## src/gcd_pkg.sv

```systemverilog
// constants for the command decoder
// assumes a single mclk domain and 16-byte command and status images
package gcd_pkg;

  localparam int unsigned IMG_BYTES = 16;
  localparam int unsigned ADDR_W    = 4;
  localparam int unsigned NUM_AXES  = 4;

  // command image byte indices
  localparam logic [ADDR_W-1:0] IDX_ACTION   = 4'h0;
  localparam logic [ADDR_W-1:0] IDX_OPTIONS  = 4'h1;
  localparam logic [ADDR_W-1:0] IDX_OPTIONS2 = 4'h2;
  localparam logic [ADDR_W-1:0] IDX_POS_A    = 4'h3;
  localparam logic [ADDR_W-1:0] IDX_SPD_A    = 4'h4;
  localparam logic [ADDR_W-1:0] IDX_POS_B    = 4'h6;
  localparam logic [ADDR_W-1:0] IDX_SPD_B    = 4'h7;
  localparam logic [ADDR_W-1:0] IDX_POS_C    = 4'h9;
  localparam logic [ADDR_W-1:0] IDX_SPD_C    = 4'ha;
  localparam logic [ADDR_W-1:0] IDX_POS_S    = 4'hc;
  localparam logic [ADDR_W-1:0] IDX_SPD_S    = 4'hd;
  localparam logic [ADDR_W-1:0] IDX_RSVD     = 4'hf;

  // status image byte indices
  localparam logic [ADDR_W-1:0] SIDX_STATUS  = 4'h0;
  localparam logic [ADDR_W-1:0] SIDX_OBJECT  = 4'h1;
  localparam logic [ADDR_W-1:0] SIDX_FAULT   = 4'h2;
  localparam logic [ADDR_W-1:0] SIDX_ECHO_A  = 4'h3;
  localparam logic [ADDR_W-1:0] SIDX_POS_A   = 4'h4;
  localparam logic [ADDR_W-1:0] SIDX_ECHO_B  = 4'h6;
  localparam logic [ADDR_W-1:0] SIDX_POS_B   = 4'h7;
  localparam logic [ADDR_W-1:0] SIDX_ECHO_C  = 4'h9;
  localparam logic [ADDR_W-1:0] SIDX_POS_C   = 4'ha;
  localparam logic [ADDR_W-1:0] SIDX_ECHO_S  = 4'hc;
  localparam logic [ADDR_W-1:0] SIDX_POS_S   = 4'hd;

  // action byte fields, bit 0 is the lsb
  localparam int unsigned BIT_ACT     = 0;
  localparam int unsigned BIT_MODE_LO = 1;
  localparam int unsigned BIT_MODE_HI = 2;
  localparam int unsigned BIT_GO      = 3;
  localparam int unsigned BIT_REL     = 4;
  // options byte fields
  localparam int unsigned BIT_AAC     = 1;
  localparam int unsigned BIT_ICF     = 2;
  localparam int unsigned BIT_ICS     = 3;

  // grasp mode codes as read from bits 2:1
  localparam logic [1:0] MODE_BASIC   = 2'h0;
  localparam logic [1:0] MODE_PINCH   = 2'h2;
  localparam logic [1:0] MODE_WIDE    = 2'h1;
  localparam logic [1:0] MODE_SCISSOR = 2'h3;

  // scissor axis set points per mode, plain defaults
  localparam logic [7:0] SCIS_POS_BASIC   = 8'h80;
  localparam logic [7:0] SCIS_POS_PINCH   = 8'hf0;
  localparam logic [7:0] SCIS_POS_WIDE    = 8'h10;
  localparam logic [7:0] SCIS_POS_SCISSOR = 8'h00;
  // reduced scissor range under independent control
  localparam logic [7:0] SCIS_IND_MIN     = 8'h20;
  localparam logic [7:0] SCIS_IND_MAX     = 8'he0;

  localparam logic [7:0] POS_OPEN   = 8'h00;
  localparam logic [7:0] POS_CLOSED = 8'hff;
  localparam logic [7:0] STEP_SLOW  = 8'h01;
  localparam logic [7:0] STEP_FAST  = 8'h04;

  // status byte fields
  localparam int unsigned SBIT_ACT     = 0;
  localparam int unsigned SBIT_MODE_LO = 1;
  localparam int unsigned SBIT_GO      = 3;
  localparam int unsigned SBIT_INIT_LO = 4;
  localparam int unsigned SBIT_BUSY    = 6;
  localparam int unsigned SBIT_RELDONE = 7;
  localparam logic [1:0]  INIT_IDLE    = 2'h0;
  localparam logic [1:0]  INIT_BUSY    = 2'h1;
  localparam logic [1:0]  INIT_DONE    = 2'h3;
  localparam logic [7:0]  FAULT_NONE   = 8'h00;
  localparam logic [7:0]  FAULT_RELEASE = 8'h0f;

  typedef enum logic [2:0] {
    ST_RESET,
    ST_INIT,
    ST_READY,
    ST_MODE_OPEN,
    ST_MODE_SET,
    ST_RELEASE,
    ST_FAULT
  } gcd_state_e;

endpackage : gcd_pkg

```

## src/gcd_axis_if.sv

```systemverilog
// bundle between the decoder and one motion axis
// assumes both ends run on mclk
interface gcd_axis_if;
  logic [7:0] target;
  logic [7:0] step;
  logic       move;
  logic [7:0] pos;
  logic       at_tgt;

  modport ctrl (output target, output step, output move, input pos, input at_tgt);
  modport axis (input target, input step, input move, output pos, output at_tgt);
endinterface : gcd_axis_if

```

## src/gcd_cmd_image.sv

```systemverilog
// command image storage, 16 bytes written by the controller
// assumes single-cycle write strobes on mclk; readback is registered
module gcd_cmd_image
  import gcd_pkg::*;
(
  input  wire logic                            mclk,
  input  wire logic                            rstn,
  input  wire logic                            wr_en,
  input  wire logic [gcd_pkg::ADDR_W-1:0]      wr_addr,
  input  wire logic [7:0]                      wr_data,
  input  wire logic                            rd_en,
  input  wire logic [gcd_pkg::ADDR_W-1:0]      rd_addr,
  output logic      [7:0]                      rd_data,
  output logic      [gcd_pkg::IMG_BYTES-1:0][7:0] image
);

  // every bit is stored as written, spare bits included
  always_ff @(posedge mclk or negedge rstn)
  begin
    if (!rstn)
      image <= '0;
    else if (wr_en)
      image[wr_addr] <= wr_data;
  end

  always_ff @(posedge mclk or negedge rstn)
  begin
    if (!rstn)
      rd_data <= 8'h00;
    else if (rd_en)
      rd_data <= image[rd_addr];
  end

endmodule : gcd_cmd_image

```

## src/gcd_axis.sv

```systemverilog
// one motion axis: position steps toward its target while enabled
// assumes target and step are stable on mclk
module gcd_axis
  import gcd_pkg::*;
(
  input  wire logic mclk,
  input  wire logic rstn,
  gcd_axis_if.axis  bus
);

  logic [7:0] gap;

  assign bus.at_tgt = (bus.pos == bus.target);
  assign gap        = (bus.pos < bus.target) ? (bus.target - bus.pos) : (bus.pos - bus.target);

  // position survives a deactivation, like the mechanics would
  always_ff @(posedge mclk or negedge rstn)
  begin
    if (!rstn)
      bus.pos <= POS_OPEN;
    else if (bus.move && !bus.at_tgt)
    begin
      if (bus.pos < bus.target)
        bus.pos <= bus.pos + ((gap < bus.step) ? gap : bus.step);
      else
        bus.pos <= bus.pos - ((gap < bus.step) ? gap : bus.step);
    end
  end

endmodule : gcd_axis

```

## src/gcd_top.sv

```systemverilog
// gripper command decoder: command image, mode sequencer, status image
// assumes controller strobes are synchronous to mclk
////////////////////////////////////////////////////////////////////////////////
//
// Contract
// - 16-byte command and status images, byte 15 reserved
// - bit 0 is each byte's least significant bit
// - action bit 0 activates; zero holds reset
// - clearing activation resets gripper and fault
// - nothing acts unless activation stays set
// - bits 2:1 select basic, pinch, wide, scissor; the code decodes 1 as wide and 2 as pinch
// - mode change opens all fingers first
// - mode select ignored under independent scissor
// - go moves fingers, zero stops them
// - auto release slowly opens every axis
// - release done raises fault, blocks motion
// - release beats everything except activation
// - auto centering synchronizes fingers B and C
// - per-finger requests, except plain scissor mode
// - per-finger enable moves fingers immediately while go is set
// - independent scissor follows scissor target byte
// - independent scissor uses reduced range
// - byte 3 target, 00 open, ff closed
// - byte 3 drives all, or finger A
// - major fault needs reactivation to resume
module gcd_top
  import gcd_pkg::*;
(
  input  wire logic                          mclk,
  input  wire logic                          rstn,
  input  wire logic                          cmd_wr_en,
  input  wire logic [gcd_pkg::ADDR_W-1:0]    cmd_wr_addr,
  input  wire logic [7:0]                    cmd_wr_data,
  input  wire logic                          cmd_rd_en,
  input  wire logic [gcd_pkg::ADDR_W-1:0]    cmd_rd_addr,
  output logic      [7:0]                    cmd_rd_data,
  input  wire logic                          sts_rd_en,
  input  wire logic [gcd_pkg::ADDR_W-1:0]    sts_rd_addr,
  output logic      [7:0]                    sts_rd_data,
  output logic      [gcd_pkg::NUM_AXES-1:0][7:0] axis_pos,
  output logic      [1:0]                    active_mode,
  output logic                               init_done,
  output logic                               motion_busy,
  output logic                               fault_major
);

  ////////////////////////////////////////////////////////////////////////////
  // declarations

  logic [IMG_BYTES-1:0][7:0] img;
  logic                      act;
  logic [1:0]                mode_sel;
  logic                      go;
  logic                      rel;
  logic                      aac;
  logic                      icf;
  logic                      ics;
  logic                      indiv;
  logic [7:0]                t_a;
  logic [7:0]                t_b;
  logic [7:0]                t_c;
  logic [7:0]                t_s;
  logic [7:0]                s_a;
  logic [7:0]                s_b;
  logic [7:0]                s_c;
  logic [7:0]                s_s;
  logic [NUM_AXES-1:0][7:0]  tgt_v;
  logic [NUM_AXES-1:0][7:0]  step_v;
  logic                      move_v;
  logic [NUM_AXES-1:0]       at_v;
  logic                      all_at;
  logic [7:0]                status_byte;
  logic [7:0]                sts_d;

  gcd_state_e                state_q;
  gcd_state_e                state_d;
  logic [1:0]                mode_q;
  logic                      fault_q;
  logic                      init_done_q;
  logic                      busy_q;

  gcd_axis_if                ax_if [NUM_AXES] ();

  ////////////////////////////////////////////////////////////////////////////
  // helpers

  // speed to step; slowest step stays above zero
  function automatic logic [7:0] step_of(input logic [7:0] speed);
    step_of = {6'h00, speed[7:6]} + STEP_SLOW;
  endfunction : step_of

  // independent scissor clamp
  function automatic logic [7:0] clamp_scis(input logic [7:0] p);
    if (p < SCIS_IND_MIN)
      clamp_scis = SCIS_IND_MIN;
    else if (p > SCIS_IND_MAX)
      clamp_scis = SCIS_IND_MAX;
    else
      clamp_scis = p;
  endfunction : clamp_scis

  // mode code to scissor set point
  function automatic logic [7:0] mode_pos(input logic [1:0] m);
    case (m)
      MODE_BASIC:   mode_pos = SCIS_POS_BASIC;
      MODE_PINCH:   mode_pos = SCIS_POS_PINCH;
      MODE_WIDE:    mode_pos = SCIS_POS_WIDE;
      MODE_SCISSOR: mode_pos = SCIS_POS_SCISSOR;
      default:      mode_pos = SCIS_POS_BASIC;
    endcase
  endfunction : mode_pos

  function automatic logic is_running(input gcd_state_e s);
    is_running = (s == ST_INIT) || (s == ST_READY) || (s == ST_MODE_OPEN) ||
                 (s == ST_MODE_SET);
  endfunction : is_running

  ////////////////////////////////////////////////////////////////////////////
  // command image

  // shared byte map, byte 15 held but unused
  gcd_cmd_image u_image (
    .mclk    (mclk),
    .rstn    (rstn),
    .wr_en   (cmd_wr_en),
    .wr_addr (cmd_wr_addr),
    .wr_data (cmd_wr_data),
    .rd_en   (cmd_rd_en),
    .rd_addr (cmd_rd_addr),
    .rd_data (cmd_rd_data),
    .image   (img)
  );

  assign act      = img[IDX_ACTION][BIT_ACT];
  assign mode_sel = img[IDX_ACTION][BIT_MODE_HI:BIT_MODE_LO];
  assign go       = img[IDX_ACTION][BIT_GO];
  assign rel      = img[IDX_ACTION][BIT_REL];
  assign aac      = img[IDX_OPTIONS][BIT_AAC];
  assign icf      = img[IDX_OPTIONS][BIT_ICF];
  assign ics      = img[IDX_OPTIONS][BIT_ICS];
  // spare bits and byte 2 feed no logic

  ////////////////////////////////////////////////////////////////////////////
  // request decode

  assign indiv = icf && !((mode_q == MODE_SCISSOR) && !ics);

  // byte 3 is the shared target
  // shared target, or finger A only
  assign t_a = img[IDX_POS_A];
  assign s_a = img[IDX_SPD_A];
  assign t_b = indiv ? img[IDX_POS_B] : t_a;
  assign s_b = indiv ? img[IDX_SPD_B] : s_a;
  assign t_c = !indiv ? t_a : (aac ? t_b : img[IDX_POS_C]);
  assign s_c = !indiv ? s_a : (aac ? s_b : img[IDX_SPD_C]);
  // independent scissor takes its own target
  assign t_s = ics ? clamp_scis(img[IDX_POS_S]) : mode_pos(mode_q);
  assign s_s = ics ? img[IDX_SPD_S] : s_a;

  ////////////////////////////////////////////////////////////////////////////
  // axes

  always_comb
  begin
    tgt_v  = '0;
    step_v = '0;
    move_v = 1'b0;
    case (state_q)
      ST_INIT, ST_MODE_OPEN:
      begin
        // every axis opens before the new mode
        for (int i = 0; i < NUM_AXES; i++)
        begin
          tgt_v[i]  = POS_OPEN;
          step_v[i] = STEP_FAST;
        end
        move_v = 1'b1;
      end
      ST_MODE_SET:
      begin
        // fingers stay open while the scissor reaches the mode point
        for (int i = 0; i < NUM_AXES - 1; i++)
        begin
          tgt_v[i]  = POS_OPEN;
          step_v[i] = STEP_FAST;
        end
        tgt_v[NUM_AXES-1]  = mode_pos(mode_q);
        step_v[NUM_AXES-1] = STEP_FAST;
        move_v = 1'b1;
      end
      ST_READY:
      begin
        tgt_v  = {t_s, t_c, t_b, t_a};
        step_v = {step_of(s_s), step_of(s_c), step_of(s_b), step_of(s_a)};
        // per-finger targets apply at once under go
        move_v = go;
      end
      ST_RELEASE:
      begin
        for (int i = 0; i < NUM_AXES; i++)
        begin
          tgt_v[i]  = POS_OPEN;
          step_v[i] = STEP_SLOW;
        end
        move_v = 1'b1;
      end
      default:
      begin
        // reset and fault hold the axes still
        move_v = 1'b0;
      end
    endcase
  end

  generate
    for (genvar g = 0; g < NUM_AXES; g++)
    begin : g_axis
      assign ax_if[g].target = tgt_v[g];
      assign ax_if[g].step   = step_v[g];
      assign ax_if[g].move   = move_v;
      assign at_v[g]         = ax_if[g].at_tgt;
      assign axis_pos[g]     = ax_if[g].pos;

      gcd_axis u_axis (
        .mclk (mclk),
        .rstn (rstn),
        .bus  (ax_if[g].axis)
      );
    end
  endgenerate

  assign all_at = &at_v;

  ////////////////////////////////////////////////////////////////////////////
  // sequencer

  always_comb
  begin
    state_d = state_q;
    if (!act)
      state_d = ST_RESET;
    else if (is_running(state_q) && rel)
      state_d = ST_RELEASE;
    else
    begin
      case (state_q)
        ST_RESET:
          state_d = ST_INIT;
        ST_INIT:
          if (all_at)
            state_d = ST_MODE_SET;
        ST_READY:
          // mode select ignored under independent scissor
          if (!ics && (mode_sel != mode_q))
            state_d = ST_MODE_OPEN;
        ST_MODE_OPEN:
          if (all_at)
            state_d = ST_MODE_SET;
        ST_MODE_SET:
          if (all_at)
            state_d = ST_READY;
        ST_RELEASE:
          if (all_at)
            state_d = ST_FAULT;
        ST_FAULT:
          // only a deactivation leaves the fault
          state_d = ST_FAULT;
        default:
          state_d = ST_RESET;
      endcase
    end
  end

  always_ff @(posedge mclk or negedge rstn)
  begin
    if (!rstn)
      state_q <= ST_RESET;
    else
      state_q <= state_d;
  end

  // mode latched once the fingers are fully open
  always_ff @(posedge mclk or negedge rstn)
  begin
    if (!rstn)
      mode_q <= MODE_BASIC;
    else if (!act)
      mode_q <= MODE_BASIC;
    else if (state_q == ST_MODE_OPEN && all_at && !rel)
      mode_q <= mode_sel;
    // init keeps the basic mode under independent scissor
    else if (state_q == ST_INIT && all_at && !rel && !ics)
      mode_q <= mode_sel;
  end

  // deactivation clears the fault even against a same-cycle set
  // fault raised when the release finishes
  always_ff @(posedge mclk or negedge rstn)
  begin
    if (!rstn)
      fault_q <= 1'b0;
    else if (!act)
      fault_q <= 1'b0;
    else if (state_q == ST_RELEASE && all_at)
      fault_q <= 1'b1;
  end

  always_ff @(posedge mclk or negedge rstn)
  begin
    if (!rstn)
      init_done_q <= 1'b0;
    else if (!act)
      init_done_q <= 1'b0;
    else if (state_q == ST_MODE_SET && all_at)
      init_done_q <= 1'b1;
  end

  always_ff @(posedge mclk or negedge rstn)
  begin
    if (!rstn)
      busy_q <= 1'b0;
    else
      busy_q <= move_v && !all_at;
  end

  assign active_mode = mode_q;
  assign init_done   = init_done_q;
  assign motion_busy = busy_q;
  assign fault_major = fault_q;

  ////////////////////////////////////////////////////////////////////////////
  // status image

  always_comb
  begin
    status_byte                    = 8'h00;
    status_byte[SBIT_ACT]          = act;
    status_byte[SBIT_MODE_LO +: 2] = mode_q;
    status_byte[SBIT_GO]           = go;
    status_byte[SBIT_INIT_LO +: 2] = !act ? INIT_IDLE :
                                     (init_done_q ? INIT_DONE : INIT_BUSY);
    status_byte[SBIT_BUSY]         = busy_q;
    status_byte[SBIT_RELDONE]      = fault_q;
  end

  // status bytes share the command indices; reserved reads zero
  always_comb
  begin
    sts_d = 8'h00;
    case (sts_rd_addr)
      SIDX_STATUS: sts_d = status_byte;
      SIDX_OBJECT: sts_d = 8'h00;
      SIDX_FAULT:  sts_d = fault_q ? FAULT_RELEASE : FAULT_NONE;
      SIDX_ECHO_A: sts_d = t_a;
      SIDX_POS_A:  sts_d = axis_pos[0];
      SIDX_ECHO_B: sts_d = t_b;
      SIDX_POS_B:  sts_d = axis_pos[1];
      SIDX_ECHO_C: sts_d = t_c;
      SIDX_POS_C:  sts_d = axis_pos[2];
      SIDX_ECHO_S: sts_d = t_s;
      SIDX_POS_S:  sts_d = axis_pos[3];
      default:     sts_d = 8'h00;
    endcase
  end

  always_ff @(posedge mclk or negedge rstn)
  begin
    if (!rstn)
      sts_rd_data <= 8'h00;
    else if (sts_rd_en)
      sts_rd_data <= sts_d;
  end

endmodule : gcd_top

```

## config.mk

```make
export PLATFORM = sky130hd
export DESIGN_NAME = gcd_top
export DESIGN_NICKNAME = d
export VERILOG_FILES = /design/src/gcd_pkg.sv /design/src/gcd_axis_if.sv /design/src/gcd_cmd_image.sv /design/src/gcd_axis.sv /design/src/gcd_top.sv
export SDC_FILE = /design/constraint.sdc
export NUM_CORES = 1
export LEC_CHECK = 0
export ABC_CLOCK_PERIOD_IN_PS = 7300
export BUFFER_PORTS_ARGS = -buffer_cell sky130_fd_sc_hd__buf_2
export CORE_MARGIN = 8
export CORE_UTILIZATION = 31
export DETAILED_ROUTE_END_ITERATION = 7
export MAX_ROUTING_LAYER = met4
export PLACE_DENSITY_LB_ADDON = 0.25
export SYNTH_ARGS = -nofsm -noshare
export SYNTH_HDL_FRONTEND = slang
export SYNTH_HIERARCHICAL = 1
export SYNTH_SLANG_ARGS = --single-unit
```

## constraint.sdc

```tcl
create_clock -name mclk -period 7.3 [get_ports mclk]
set_input_delay 0.365 -clock mclk [delete_from_list [all_inputs] [get_ports mclk]]
set_output_delay 0.365 -clock mclk [all_outputs]
set_load 0.03 [all_outputs]
```

==> results.md, run 1 <==
- Status: finished with violations
- Failing checks: hold timing
- Cell Count, Final, Fillers Out: 2300
- Hold Path Class: input port to asynchronous set/reset pin
- Sequential area share after synthesis: 30.3%
- Total global routing overflow: 0
- GP Congestion: 0.882
- Met2 Track Usage GR: 26.0%
- DR vias: 12074
- Setup_tns: 0 ps
- Die Span X: 238 um
- Initial DRC count: 874
- Most area-consuming cells after synthesis: dfrtp_1, ha_1, mux2_2, mux4_2, a21oi_1
- Vias in the first global route: 12095
- Clock Latency Late Sink: 490 ps
- Worst EP arrival: 7140 ps
- RSZ-0062 raised after global routing: false
- Final WS setup: 524 ps
- Share of the clock period used by the worst path: 92.8%
- Hold WS: -12.5 ps
- Reg2Reg Setup Slack: 520 ps
- Max incr delay on CP: 450 ps
- Crit path capture type: register
- Most common cell in the netlist: dfrtp_1
- Main synth FF type: dfrtp_1
- Gr busiest metal: met2
- Layout cells sized above 1: 21.6%
- Final net count: 1778
- Post-synth top area cell: dfrtp_1
- PortBufs: 77
- CTS root buffer: clkbuf_16
- Setup violators final: 0
- Worst Setup Start Kind: register
- Placeable core area: 48700 um2
- Proportion of netlist area held by the largest area contributor: 30.3%
- Total GRT Usage: 17.0%
- Mapped Cells: 1553
- Tightest Pin Transition: 1050 ps
- Yosys reg bits: 184
- Syn_area_per_cell: 9.80 um2
- Met3 usage: 2.51%
- First-pass GRT wire length: 72.2 mm
- Reg2Reg Depth: 29
- Max Cap Viol: 0
- Ys Warns: 6
- Ports: 78
- EDFF count, synth: 0
- Half-perimeter wire length after placement: 35.5 mm
- WS Path Type: register to register
- Pre-antenna DRT Iters: 5
- CTS buffer count: 17
- Synth cell types: 80
- DR vias/cell: 5.25
- R2R Path End: g_axis[2].u_axis/bus.pos[7]$_DFFE_PN0P_
- Min Tclk post-route: 6780 ps
- Initial Utilization: 31.2%
- Antenna-violating nets left: 0
- Crit path top cell by count: ha_1
- Reg2reg start: active_mode[1]$_DFFE_PN0P_
- Drt wl/cell: 20.2 um
- Endpoints failing hold: 4
- Htree depth: 4
- Full die area: 56400 um2
- Routed wire length: 46.4 mm
- Die extent in y: 238 um
- CTS tree: done
- GRT met1 Usage: 23.0%
- Cell count after placement: 2263
- CP max FO: 15
- Clk buf depth: 2
- Clk sinks: 184
- Post-Syn Area: 15200 um2
- Setup Skew: 19.5 ps
- DRC: 0
- Clock slew at reported path FFs: 90 ps
- Upper clock frequency limit: 148 MHz
- Critical path's slowest cell: dfrtp_1
- Slew Limit Fails: 0
- Placement Setup Slack: 313 ps
- # rows: 81
- Number of antenna violations at the first check in global routing: 6
- Slew HR: 30.0%
- Synth cell count leaders: dfrtp_1, mux2_2, ha_1
- Required time of the worst setup path: 7660 ps
- Share of flip-flops with an asynchronous set or reset: 100%
- Largest net degree at the start of global routing: 110
- Syn-to-layout area delta: 11.4%
## metrics by stage
step / utilization (%) / area [um2]
after global placement: 33.4 / 16300
after detailed placement: 33.4 / 16300
after global routing: 34.8 / 16900
after floorplan: - / 15300
final: 34.8 / 16900
after CTS: 34.7 / 16900
## sequential cells by signal, indices dropped and copies added (netlist names)
| name | count |
|---|---|
| state_q | 3 |
| motion_busy | 1 |
| sts_rd_data | 8 |
| fault_major | 1 |
| u_image/image | 128 |
| g_axis.u_axis/bus.pos | 32 |
| active_mode | 2 |
| u_image/rd_data | 8 |
| init_done | 1 |
## placed cells by master, fill, tap and decap left out, types with 11 or more instances in the layout
master,n
and2_1,13
dfrtp_1,184
clkbuf_16,17
nand3_1,17
xnor2_1,54
a21o_1,41
nand2_1,117
inv_1,113
mux2_1,25
nor2_1,69
buf_2,76
ha_1,123
conb_1,28
fa_1,12
or3_1,12
nor2b_1,16
mux4_2,32
a21oi_2,12
a31oi_1,15
xor2_1,37
mux2i_1,19
buf_4,20
nor3_1,14
a221oi_1,11
nor2_2,12
a21oi_1,99
and3_1,21
o211ai_1,14
mux2_2,127
o22ai_1,19
o21ai_0,75
nand3b_1,12
## cell type report
| type | count | area [um2] |
|---|---|---|
| Antenna cell | 5 | 12.5 |
| Clock buffer | 17 | 425 |
| Multi-Input combinational cell | 1205 | 9900 |
| Inverter | 113 | 424 |
| Timing Repair Buffer | 97 | 544 |
| Tap cell | 664 | 831 |
| Clock inverter | 15 | 204 |
| Sequential cell | 184 | 4600 |
| Fill cell | 4993 | 31800 |
## routing by layer
metal / routed length (um) / up-vias
met5: 0 / -
met4: 1080 / 0
met3: 2130 / 60
met2: 21000 / 322
met1: 22200 / 5948
li1: - / 5744
## timing repair
| action | in CTS | in global routing |
|---|---|---|
| hold buffers | 0 | 0 |
| buffers inserted | 0 | 0 |
| setup endpoints to repair | 0 | 2 |
| resized for setup | 0 | 8 |
## worst max-delay path by stage
stage                                           from                                 endpoint  slack [ps]  cells after the start
final                     active_mode[1]$_DFFE_PN0P_  g_axis[2].u_axis/bus.pos[7]$_DFFE_PN0P_         520                     29
after global routing          state_q[1]$_DFFE_PN0P_  g_axis[3].u_axis/bus.pos[7]$_DFFE_PN0P_          10                     27
after CTS                 active_mode[1]$_DFFE_PN0P_  g_axis[2].u_axis/bus.pos[7]$_DFFE_PN0P_         260                     29
after detailed placement  active_mode[1]$_DFFE_PN0P_  g_axis[2].u_axis/bus.pos[7]$_DFFE_PN0P_         310                     29
after global placement    active_mode[1]$_DFFE_PN0P_  g_axis[1].u_axis/bus.pos[7]$_DFFE_PN0P_         460                     30
after floorplan           active_mode[0]$_DFFE_PN0P_  g_axis[2].u_axis/bus.pos[7]$_DFFE_PN0P_         570                     34
## critical path: cells and delay by family (launching register included)
family          cells  cell delay [ps]
simple gates        8             1540
fa+ha+maj           4             1220
xor+xnor            5              770
flops               1              450
mux                 1              370
compound gates     10             2200
buf+inv             1               80
## cells by family (layout without fill, tap and decap cells)
logic type / count (synthesis) / in the layout / share of synthesized area [%]
simple gates: 356 / 356 / 12.3
xor+xnor: 91 / 91 / 5.24
compound gates: 386 / 386 / 17.2
other cells: 1 / 33 / 0.0246
flops: 184 / 184 / 30.3
buf+inv: 191 / 242 / 5.49
fa+ha+maj: 135 / 135 / 11.7
mux: 209 / 209 / 17.8
Power of run 1 is left out: the tool's default activity adds up to more than one toggle a clock period on the data nets, which glitch-free logic cannot reach.
==> run 2: changes to the inputs <==
Settings changed: CELL_PAD_IN_SITES_DETAIL_PLACEMENT from default to 1, CELL_PAD_IN_SITES_GLOBAL_PLACEMENT from default to 1.
==> run 2 against run 1 <==
The flow now finishes without violations. Register-to-register slack about the same. Final cell count about the same. Hold slack improved by 310 ps. First-iteration DRC count decreased by 21%. Global-route usage increased by 2.1 points. Clock skew about the same. Routed wire length increased by 11%. Setup slack got worse by 10 ps. Flip-flop and latch count unchanged. Die area unchanged. Clock-buffer cell count increased by 3. Maximum frequency decreased by 0.15%.
==> results.md, run 2 (synthesized netlist as in run 1, its figures left out) <==
- Final net count: 1784
- Initial Utilization: 31.2%
- Upper clock frequency limit: 147 MHz
- Slew Limit Fails: 0
- Die Span X: 238 um
- First-pass GRT wire length: 80.9 mm
- Half-perimeter wire length after placement: 39.6 mm
- Hold Path Class: input port to register
- Placeable core area: 48700 um2
- Setup_tns: 0 ps
- HP Start: cmd_rd_en
- Max reg flops: 128
- Most common cell after layout, fill and taps aside: dfrtp_1
- Min Tclk post-route: 6790 ps
- Largest net degree at the start of global routing: 78
- Full die area: 56400 um2
- Die extent in y: 238 um
- Buf/Inv on CP: 1
- RSZ-0062 raised after global routing: false
- Clock slew at reported path FFs: 80 ps
- Diodes inserted: 0
- PortBufs: 77
- Tightest Pin Transition: 1020 ps
- Status: completed
- Hold path cells: 3
- Clk buf depth: 2
- Fin area: 16900 um2
- Post-DP Area: 16300 um2
- Required time of the worst setup path: 7670 ps
- Area of the multi-input gates: 9920 um2
- Htree depth: 4
- Final WS setup: 514 ps
- Clock Latency Late Sink: 490 ps
- Clk sinks: 184
- DR vias: 12175
- DRC: 0
- Most frequent cells in the layout: dfrtp_1, mux2_2, ha_1
- Max incr delay on CP: 470 ps
- Syn-to-layout area delta: 11.4%
- Setup violators final: 0
- WS Path Type: register to register
- R2R Path End: g_axis[1].u_axis/bus.pos[7]$_DFFE_PN0P_
- CTS tree: done
- Layout cells sized above 1: 21.9%
- Pre-antenna DRT Iters: 7
- Drt wl/cell: 22.4 um
- DR vias/cell: 5.29
- CP max FO: 10
- Reg2reg start: active_mode[0]$_DFFE_PN0P_
- Crit path max-delay family: compound AO/OA/AOI/OAI gates
- Total GRT Usage: 19.0%
- Placement Setup Slack: 67.8 ps
- Biggest register: u_image/image
- Share of the clock period used by the worst path: 93.0%
- Crit path capture type: register
- Total global routing overflow: 0
- Worst EP arrival: 7160 ps
- Routed wire length: 51.6 mm
- Vias in the first global route: 13048
- WHS Endpoint: u_image/rd_data[6]$_DFFE_PN0P_
- Number of antenna violations at the first check in global routing: 1
- Worst Setup Start Kind: register
- Crit path top cell by count: ha_1
- Critical path's slowest cell: ha_1
- Max Cap Viol: 0
- Reg2Reg Setup Slack: 510 ps
- # rows: 81
- Cell count after placement: 2266
- Antenna-violating nets left: 0
- Initial DRC count: 687
- Reg2Reg Depth: 29
- Endpoints failing hold: 0
- Final-layout fill cell count: 5527
- Largest regs: u_image/image x128, g_axis.u_axis/bus.pos x32
- GP Congestion: 0.889
- CTS buffer count: 17
- Ports: 78
- Cell Count, Final, Fillers Out: 2301
- CTS root buffer: clkbuf_16
- Slew HR: 31.9%
- Setup Skew: 19.2 ps
- Sequential Area: 4600 um2
## run 2: changes by cell type in the layout (fill, tap and decap cells not counted), sizes merged, moves of 2 or more
cell,previous run,this run
diode,5,0
clkbuf,18,21
buf,96,101
bufinv,2,0
## run 2: routing by layer
| layer | up-vias | wire (um) | track usage, % | part of all wire, % |
|---|---|---|---|---|
| met5 | - | 0 | - | 0 |
| met4 | 0 | 1190 | 5.69 | 2.3 |
| met3 | 56 | 1460 | 2.71 | 2.8 |
| li1 | 5738 | - | - | - |
| met2 | 207 | 24200 | 30.5 | 47 |
| met1 | 6174 | 24800 | 24.9 | 48 |
## run 2: final cells by class
cell class                 instances  share of cell area (%)
tap                              664                    4.90
timing repair buffer             103                    3.49
clock buffer                      20                    2.75
inverter                         113                    2.50
clock inverter                    12                   0.642
sequential                       184                    27.2
multi-input combinational       1205                    58.5
## run 2: worst max path at each step
| stage | start | to | slack, ps | cells after the start |
|---|---|---|---|---|
| detailed placement | active_mode[0]$_DFFE_PN0P_ | g_axis[1].u_axis/bus.pos[7]$_DFFE_PN0P_ | 70 | 30 |
| floorplan | active_mode[0]$_DFFE_PN0P_ | g_axis[2].u_axis/bus.pos[7]$_DFFE_PN0P_ | 570 | 34 |
| finish | active_mode[0]$_DFFE_PN0P_ | g_axis[1].u_axis/bus.pos[7]$_DFFE_PN0P_ | 510 | 29 |
| global route | active_mode[1]$_DFFE_PN0P_ | g_axis[2].u_axis/bus.pos[7]$_DFFE_PN0P_ | 20 | 29 |
| global placement | active_mode[0]$_DFFE_PN0P_ | g_axis[1].u_axis/bus.pos[7]$_DFFE_PN0P_ | 310 | 30 |
| CTS | active_mode[0]$_DFFE_PN0P_ | g_axis[1].u_axis/bus.pos[7]$_DFFE_PN0P_ | 20 | 30 |
## run 2: timing repair
item / in CTS / in global routing
hold buffers: 1 / 0
gates resized for setup: 0 / 11
hold endpoints to repair: 49 / 0
buffers inserted: 0 / 2
endpoints found under the setup margin: 0 / 3
## run 2: worst register-to-register path, delay by kind of cell (launching register included)
family,cells,cell delay [ps]
and+or+nand+nor,8,1560
xor gates and xnor gates,5,790
adders and majority gates,4,1260
muxes,1,360
DFF,1,450
AOI/OAI and AO/OA,10,2170
buffers and inverters,1,90
## run 2: per-stage QoR
stage                     hold slack (ps)  util (%)
after floorplan                      69.4         -
after global placement                381      33.4
after detailed placement              386      33.4
after CTS                             259      34.6
after global routing                  296      34.8
final                                 299      34.8
Power of run 2 is left out for the same reason.
